<file path="src/rtl/uart_ctl_pkg.sv">
`default_nettype none
package uart_ctl_pkg;
   // register offsets on the plain register port
   localparam logic [2:0] OFS_RX_TX = 3'h0;
   localparam logic [2:0] OFS_INT_ENABLE = 3'h1;
   localparam logic [2:0] OFS_IDENT_FIFO = 3'h2;
   localparam logic [2:0] OFS_MODEM_CTL = 3'h4;
   localparam logic [2:0] OFS_LINE_STATUS = 3'h5;
   localparam logic [2:0] OFS_MODEM_STATUS = 3'h6;
   // fifo control fields
   localparam int FCR_ENABLE = 0;
   localparam int FCR_RX_RESET = 1;
   localparam int FCR_TX_RESET = 2;
   localparam int FCR_DMA = 3;
   localparam int FCR_LVL_LO = 6;
   localparam logic [4:0] LVL_CODE0 = 5'h01;
   localparam logic [4:0] LVL_CODE1 = 5'h04;
   localparam logic [4:0] LVL_CODE2 = 5'h08;
   localparam logic [4:0] LVL_CODE3 = 5'h0E;
   // modem control fields
   localparam int MCR_LOOP = 4;
   // interrupt enable fields
   localparam int IER_RDR = 0;
   localparam int IER_THR = 1;
   localparam int IER_LSR = 2;
   localparam int IER_MSR = 3;
   // interrupt identification codes, bits 3:0
   localparam logic [3:0] ID_NONE = 4'h1;
   localparam logic [3:0] ID_LINE = 4'h6;
   localparam logic [3:0] ID_DATA = 4'h4;
   localparam logic [3:0] ID_TIMEOUT = 4'hC;
   localparam logic [3:0] ID_TX_EMPTY = 4'h2;
   localparam logic [3:0] ID_MODEM = 4'h0;
   localparam logic [7:0] IDENT_RESET = 8'h01;
   localparam logic [7:0] BYTE_ZERO = 8'h00;
   // character-time timeout: four characters
   localparam int TIMEOUT_CHARS = 4;

   typedef struct packed {
      logic dcd_n;
      logic ri_n;
      logic dsr_n;
      logic cts_n;
   } modem_pins_t;

   typedef struct packed {
      logic [2:0] addr;
      logic [7:0] wdata;
      logic wr;
      logic rd;
   } reg_req_t;

   typedef struct packed {
      logic overrun;
      logic parity;
      logic stop_missing;
      logic brk;
   } line_err_t;
endpackage : uart_ctl_pkg
`default_nettype wire

</file>
<file path="src/rtl/uart_modem_fifo_intr.sv">
// Our own choices: strobed register access and the register offsets.
`default_nettype none
module uart_modem_fifo_intr
   import uart_ctl_pkg::*;
#(
   parameter int CHAR_CYCLES = 10,
   parameter int COUNT_W = 5
)(
   input wire logic clk,
   input wire logic nrst,
   input wire uart_ctl_pkg::reg_req_t req,
   output logic [7:0] rdata,
   input wire uart_ctl_pkg::modem_pins_t pins,
   input wire logic [7:0] rx_data,
   input wire logic [COUNT_W-1:0] rx_count,
   input wire uart_ctl_pkg::line_err_t line_err,
   input wire logic tx_empty,
   input wire logic rx_access,
   output logic tx_fifo_reset,
   output logic rx_fifo_reset,
   output logic fifo_mode,
   output logic dma_mode1,
   output logic [7:0] tx_write_data,
   output logic tx_write,
   output logic rx_read
);
   import uart_ctl_pkg::*;

   localparam int TIMEOUT_CYCLES = TIMEOUT_CHARS * CHAR_CYCLES;
   localparam int TW = $clog2(TIMEOUT_CYCLES + 1);

   function automatic logic [COUNT_W-1:0] level_of(input logic [1:0] code);
      case (code)
         2'b00: level_of = COUNT_W'(LVL_CODE0);
         2'b01: level_of = COUNT_W'(LVL_CODE1);
         2'b10: level_of = COUNT_W'(LVL_CODE2);
         default: level_of = COUNT_W'(LVL_CODE3);
      endcase
   endfunction : level_of

   function automatic logic is_rd(input reg_req_t r, input logic [2:0] ofs);
      is_rd = r.rd && (r.addr == ofs);
   endfunction : is_rd

   function automatic logic is_wr(input reg_req_t r, input logic [2:0] ofs);
      is_wr = r.wr && (r.addr == ofs);
   endfunction : is_wr

   logic [3:0] pin_s1_q;
   logic [3:0] pin_s2_q;
   logic [3:0] prev_q;
   logic [3:0] live;
   logic [3:0] chg_q;
   logic [7:0] fcr_q;
   logic [3:0] ier_q;
   logic [4:0] mcr_q;
   logic thr_flag_q;
   logic tx_empty_q;
   logic [TW-1:0] idle_q;
   logic timeout_q;
   logic [3:0] ident_code;
   logic line_p;
   logic data_p;
   logic tx_p;
   logic modem_p;

   // two-stage synchroniser for the modem pins
   always_ff @(posedge clk or negedge nrst)
   begin
      if (!nrst)
      begin
         pin_s1_q <= 4'hF;
         pin_s2_q <= 4'hF;
      end
      else
      begin
         pin_s1_q <= pins;
         pin_s2_q <= pin_s1_q;
      end
   end

   // live status order: dcd, ri, dsr, cts (active high)
   always_comb
   begin
      if (mcr_q[MCR_LOOP])
         live = {mcr_q[3], mcr_q[2], mcr_q[0], mcr_q[1]};
      else
         live = ~pin_s2_q;
   end

   always_ff @(posedge clk or negedge nrst)
   begin
      if (!nrst)
         prev_q <= 4'h0;
      else
         prev_q <= live;
   end

   // change flags: a change in the read cycle survives the clear
   always_ff @(posedge clk or negedge nrst)
   begin
      if (!nrst)
         chg_q <= 4'h0;
      else
      begin
         chg_q[3] <= (chg_q[3] && !is_rd(req, OFS_MODEM_STATUS))
            || (live[3] != prev_q[3]);
         chg_q[2] <= (chg_q[2] && !is_rd(req, OFS_MODEM_STATUS))
            || (prev_q[2] && !live[2]);
         chg_q[1] <= (chg_q[1] && !is_rd(req, OFS_MODEM_STATUS))
            || (live[1] != prev_q[1]);
         chg_q[0] <= (chg_q[0] && !is_rd(req, OFS_MODEM_STATUS))
            || (live[0] != prev_q[0]);
      end
   end

   // fifo control; reset bits self-clear after one cycle
   always_ff @(posedge clk or negedge nrst)
   begin
      if (!nrst)
         fcr_q <= BYTE_ZERO;
      else if (is_wr(req, OFS_IDENT_FIFO))
         fcr_q <= req.wdata;
      else
      begin
         fcr_q[FCR_TX_RESET] <= 1'b0;
         fcr_q[FCR_RX_RESET] <= 1'b0;
      end
   end

   assign tx_fifo_reset = fcr_q[FCR_TX_RESET];
   assign rx_fifo_reset = fcr_q[FCR_RX_RESET];
   assign fifo_mode = fcr_q[FCR_ENABLE];
   assign dma_mode1 = fcr_q[FCR_DMA] && fcr_q[FCR_ENABLE];

   always_ff @(posedge clk or negedge nrst)
   begin
      if (!nrst)
      begin
         ier_q <= 4'h0;
         mcr_q <= 5'h00;
      end
      else
      begin
         if (is_wr(req, OFS_INT_ENABLE))
            ier_q <= req.wdata[3:0];
         if (is_wr(req, OFS_MODEM_CTL))
            mcr_q <= req.wdata[4:0];
      end
   end

   assign tx_write = is_wr(req, OFS_RX_TX);
   assign tx_write_data = req.wdata;
   assign rx_read = is_rd(req, OFS_RX_TX);

   // transmit-empty source: set on rising empty, cleared by write or by ident read reporting ID_TX_EMPTY
   always_ff @(posedge clk or negedge nrst)
   begin
      if (!nrst)
      begin
         tx_empty_q <= 1'b0;
         thr_flag_q <= 1'b0;
      end
      else
      begin
         tx_empty_q <= tx_empty;
         if (tx_empty && !tx_empty_q)
            thr_flag_q <= 1'b1;
         else if (tx_write
            || (is_rd(req, OFS_IDENT_FIFO) && ident_code == ID_TX_EMPTY))
            thr_flag_q <= 1'b0;
      end
   end

   // receive timeout: idle time counted from last fifo access
   always_ff @(posedge clk or negedge nrst)
   begin
      if (!nrst)
      begin
         idle_q <= '0;
         timeout_q <= 1'b0;
      end
      else if (rx_access || rx_read || rx_count == '0 || !fcr_q[FCR_ENABLE])
      begin
         idle_q <= '0;
         timeout_q <= 1'b0;
      end
      else if (idle_q == TW'(TIMEOUT_CYCLES))
         timeout_q <= 1'b1;
      else
         idle_q <= idle_q + TW'(1);
   end

   always_comb
   begin
      line_p = ier_q[IER_LSR] && (|line_err);
      if (fcr_q[FCR_ENABLE])
         data_p = ier_q[IER_RDR]
            && (rx_count >= level_of(fcr_q[7:FCR_LVL_LO]));
      else
         data_p = ier_q[IER_RDR] && (rx_count != '0);
      tx_p = ier_q[IER_THR] && thr_flag_q;
      modem_p = ier_q[IER_MSR] && (|chg_q);
   end

   // fixed priority encoder
   always_comb
   begin
      if (line_p)
         ident_code = ID_LINE;
      else if (data_p)
         ident_code = ID_DATA;
      else if (ier_q[IER_RDR] && timeout_q && fcr_q[FCR_ENABLE])
         ident_code = ID_TIMEOUT;
      else if (tx_p)
         ident_code = ID_TX_EMPTY;
      else if (modem_p)
         ident_code = ID_MODEM;
      else
         ident_code = ID_NONE;
   end

   always_ff @(posedge clk or negedge nrst)
   begin
      if (!nrst)
         rdata <= BYTE_ZERO;
      else if (req.rd)
      begin
         case (req.addr)
            OFS_RX_TX: rdata <= rx_data;
            OFS_INT_ENABLE: rdata <= {4'h0, ier_q};
            OFS_IDENT_FIFO: rdata <= {{2{fcr_q[FCR_ENABLE]}}, 2'b00, ident_code};
            OFS_MODEM_CTL: rdata <= {3'h0, mcr_q};
            OFS_LINE_STATUS: rdata <= {4'h0, line_err};
            OFS_MODEM_STATUS: rdata <= {live, chg_q};
            default: rdata <= BYTE_ZERO;
         endcase
      end
      else
         rdata <= BYTE_ZERO;
   end
endmodule : uart_modem_fifo_intr
`default_nettype wire

</file>
<file path="config.mk">
export PLATFORM = sky130hd
export DESIGN_NAME = uart_modem_fifo_intr
export DESIGN_NICKNAME = d
export VERILOG_FILES = /design/src/rtl/uart_ctl_pkg.sv /design/src/rtl/uart_modem_fifo_intr.sv
export SDC_FILE = /design/constraint.sdc
export NUM_CORES = 1
export LEC_CHECK = 0
export BUFFER_PORTS_ARGS = -buffer_cell sky130_fd_sc_hd__buf_2
export CAP_MARGIN = 20
export CORE_MARGIN = 2
export CORE_UTILIZATION = 57
export CTS_CLUSTER_DIAMETER = 200
export DETAILED_ROUTE_END_ITERATION = 8
export PLACE_DENSITY = 0.84
export REMOVE_ABC_BUFFERS = 1
export SYNTH_ARGS = -nofsm -noshare
export SYNTH_HDL_FRONTEND = slang
export SYNTH_SLANG_ARGS = --single-unit
</file>
<file path="constraint.sdc">
create_clock -name clk -period 4.5 [get_ports clk]
set_clock_uncertainty 0.05 [all_clocks]
set_input_delay 0.9 -clock clk [delete_from_list [all_inputs] [get_ports clk]]
set_output_delay 0.9 -clock clk [all_outputs]
set_load 0.01 [all_outputs]
</file>
==> summary.md <==
| Metric | Value |
|---|---|
| Initial antenna violation count | 0 |
| Fraction of the cycle the final worst path needs | 0.651 |
| Hold path start | pin_s1_q[2]$_DFF_PN1_ |
| Synth Area in Compound Gates | 0.109 |
| Final wirelength | 4700 µm |
| Pre-antenna DRT Iters | 4 |
| Critical path launch point type | primary input |
| Clk buf depth | 2 |
| PwrDens | 379 nW/µm² |
| Sequential area share after synthesis | 0.500 |
| XOR/XNOR Fraction of Synth Area | 0.0253 |
| Die area | 4780 µm² |
| R2R Path Start | fcr_q[7]$_DFFE_PN0P_ |
| RSZ-0062 raised after global routing | false |
| Pre-CTS setup slack | 1660 ps |
| Grt total ovfl | 0 |
| Layout Utilization | 0.684 |
| Via/cell ratio | 5.44 |
| Final setup vio count | 0 |
| Share of layout cells above drive strength 1 | 0.351 |
| Final HPWL from detailed placement | 3520 µm |
| Layout net count | 319 |
| Post-CTS resize count | 0 |
| Simple logic cell fraction of the synthesized area | 0.163 |
| Post-Syn Area | 2420 µm² |
| Vias in the first global route | 1773 |
| GRT Total Usage | 0.208 |
| Fin. Hold Viols | 0 |
| Pin count of the biggest net entering global routing | 49 |
| Antenna cells | 0 |
| Largest fanout on the critical path | 24 |
| Worst setup EP type | primary output |
| Hold_buf cts | 0 |
| Max-slew violation count | 0 |
| Clock sink count | 48 |
| DR DRC count | 0 |
| Unique masters post-synth | 46 |
| Area delta synth->final | 14.7% |
| Core Area | 4060 µm² |
| CTS clk-pin slew, worst paths | 90 ps |
| Reg-to-Reg End | rdata[0]$_DFF_PN0_ |
| Largest family of logic cells by synthesized area | simple AND/OR/NAND/NOR gates |
| Commonest non-fill, non-tap cell in the layout | buf_2 |
| Ys async rst share | 1.00 |
| CTS tree | built |
| CTS Root Cell | clkbuf_8 |
| # rows | 23 |
| Placer congestion estimate | 0.811 |
| Setup slack after layout | 1570 ps |
| Min cycle time layout | 2930 ps |
| I/O Buffers | 57 |
| Achievable frequency | 341 MHz |
| Run status | finished clean |
| Max-cap check violation count | 0 |
| H-Tree Depth | 2 |
| Commonest cells after routing, fill and taps aside | 57 x buf_2, 40 x dfrtp_1, 24 x nor2_1 |
| Synthesized instance count | 226 |
| Ys Warns | 0 |
| Average cell area after synthesis | 10.7 µm² |
| Num ports | 60 |
| Min-Delay Path Class | reg -> reg |
| Ys flop type | dfrtp_1 |
| TritonCTS buffer count | 5 |
| Static leakage | 1.32 nW |
| Post-synth EDFFs | 0 |
| Worst reg-to-reg path cell count | 7 |
| Total Neg Setup Slack | 0 ps |
| FILL cells | 300 |
| Initial core utilization | 0.597 |
| Adder-cell share of the synthesized area | 0.0310 |
| Worst Max-Slew Pin Slew | 573 ps |
| Final ANT Viol Nets | 0 |
| Critical Path RT | 3550 ps |
| Worst Hold Endpoint | pin_s2_q[2]$_DFF_PN1_ |
| Iteration-0 DRC Markers | 144 |
| #FFs+latches synth | 48 |
| Slew Limit Headroom | 0.613 |
| Clock latency on the worst-skew pair | 300 ps |
| Reg-to-reg slack, setup | 2640 ps |
| # Post-CTS Setup Buffers | 0 |
| First-pass GRT wire length | 7960 µm |
| Post-synthesis mux area share | 0.102 |
| Crit path DAT | 1980 ps |
| Post-DR wirelength/cell | 14.4 µm |
| Via count | 1774 |
| Peak supply drop | 0.187 mV |
| Die H | 69.2 µm |
| Hold path depth | 0 |
| Die Width | 69.2 µm |
| Critical path class | in -> out |
area by class of cell:
class	instances	area (µm²)	share of cell area
inverter	11	41.3	0.0149
tap	50	62.6	0.0225
timing repair buffer	58	305	0.110
multi-input combinational	151	1040	0.375
sequential	48	1210	0.436
clock buffer	5	68.8	0.0248
clock inverter	3	46.3	0.0167
worst max-delay path by stage:
stage | from | slack [ps] | to | cells after the start
after global placement | req[12] | 1690 | rx_read | 3
after global routing | req[12] | 1520 | rx_read | 3
final | req[12] | 1570 | rx_read | 3
after floorplan | req[12] | 2090 | rx_read | 1
after detailed placement | req[12] | 1660 | rx_read | 3
after CTS | req[12] | 1660 | rx_read | 3
worst max-delay path, stage by stage:
cell,delay [ps]
buf_2,240
nor4b_1,600
buf_2,240
where the power goes:
part | total [W] | internal (W) | leakage, nW | switching, W
clock | 0.000316 | 0.000167 | 0.0548 | 0.000149
sequential | 0.000528 | 0.000484 | 0.579 | 0.0000445
combinational | 0.000207 | 0.000103 | 0.684 | 0.000104
total | 0.00105 | 0.000754 | 1.32 | 0.000297
per-stage QoR:
stage	total power, W	cells	hold slack, ps	area (µm²)
3_3_place_gp	0.000730	317	296	2640
2_1_floorplan	0.000653	210	295	2290
3_5_place_dp	0.000740	317	297	2640
4_1_cts	0.00106	325	310	2760
6_report	0.00105	326	310	2780
5_1_grt	0.00111	326	314	2780
flip-flops by register name, summed over array words and instances (netlist names):
name,cells
rdata,8
fcr_q,6
idle_q,6
mcr_q,5
chg_q,4
ier_q,4
pin_s1_q,4
pin_s2_q,4
prev_q,4
thr_flag_q,1
timeout_q,1
tx_empty_q,1
cells by family (layout without fill, tap and decap cells):
family | after synthesis | after routing
xor gates and xnor gates | 7 | 7
buffers and inverters | 27 | 77
DFF | 48 | 48
adders and majority gates | 6 | 6
AOI/OAI and AO/OA | 37 | 37
and+or+nand+nor | 78 | 78
muxes | 23 | 23
Yosys cell counts, types with 2 or more instances:
master | instances | share of area
a31oi_1 | 2 | 0.0052
xnor2_1 | 5 | 0.018
xor2_1 | 2 | 0.0072
mux2_2 | 13 | 0.060
nand3b_1 | 3 | 0.0093
o21ai_0 | 11 | 0.023
buf_4 | 9 | 0.028
clkbuf_8 | 3 | 0.017
nand3_1 | 8 | 0.017
o21a_1 | 2 | 0.0062
buf_2 | 2 | 0.0041
nor2b_1 | 3 | 0.0078
inv_1 | 11 | 0.017
nor3b_2 | 3 | 0.016
nor2_1 | 24 | 0.037
nor3_1 | 2 | 0.0041
nand2b_1 | 4 | 0.010
and3_1 | 2 | 0.0052
ha_1 | 6 | 0.031
a21oi_1 | 8 | 0.017
dfrtp_1 | 40 | 0.41
nand2_1 | 23 | 0.036
dfstp_2 | 8 | 0.087
mux2i_1 | 10 | 0.041
routing by layer:
metal	vias to the layer above	global-route usage	share of wire
li1	862	-	-
met1	849	0.267	0.45
met2	48	0.341	0.48
met3	15	0.0480	0.042
met4	0	0.0850	0.029
met5	-	0	0
Power figures use the tool's default switching activity.
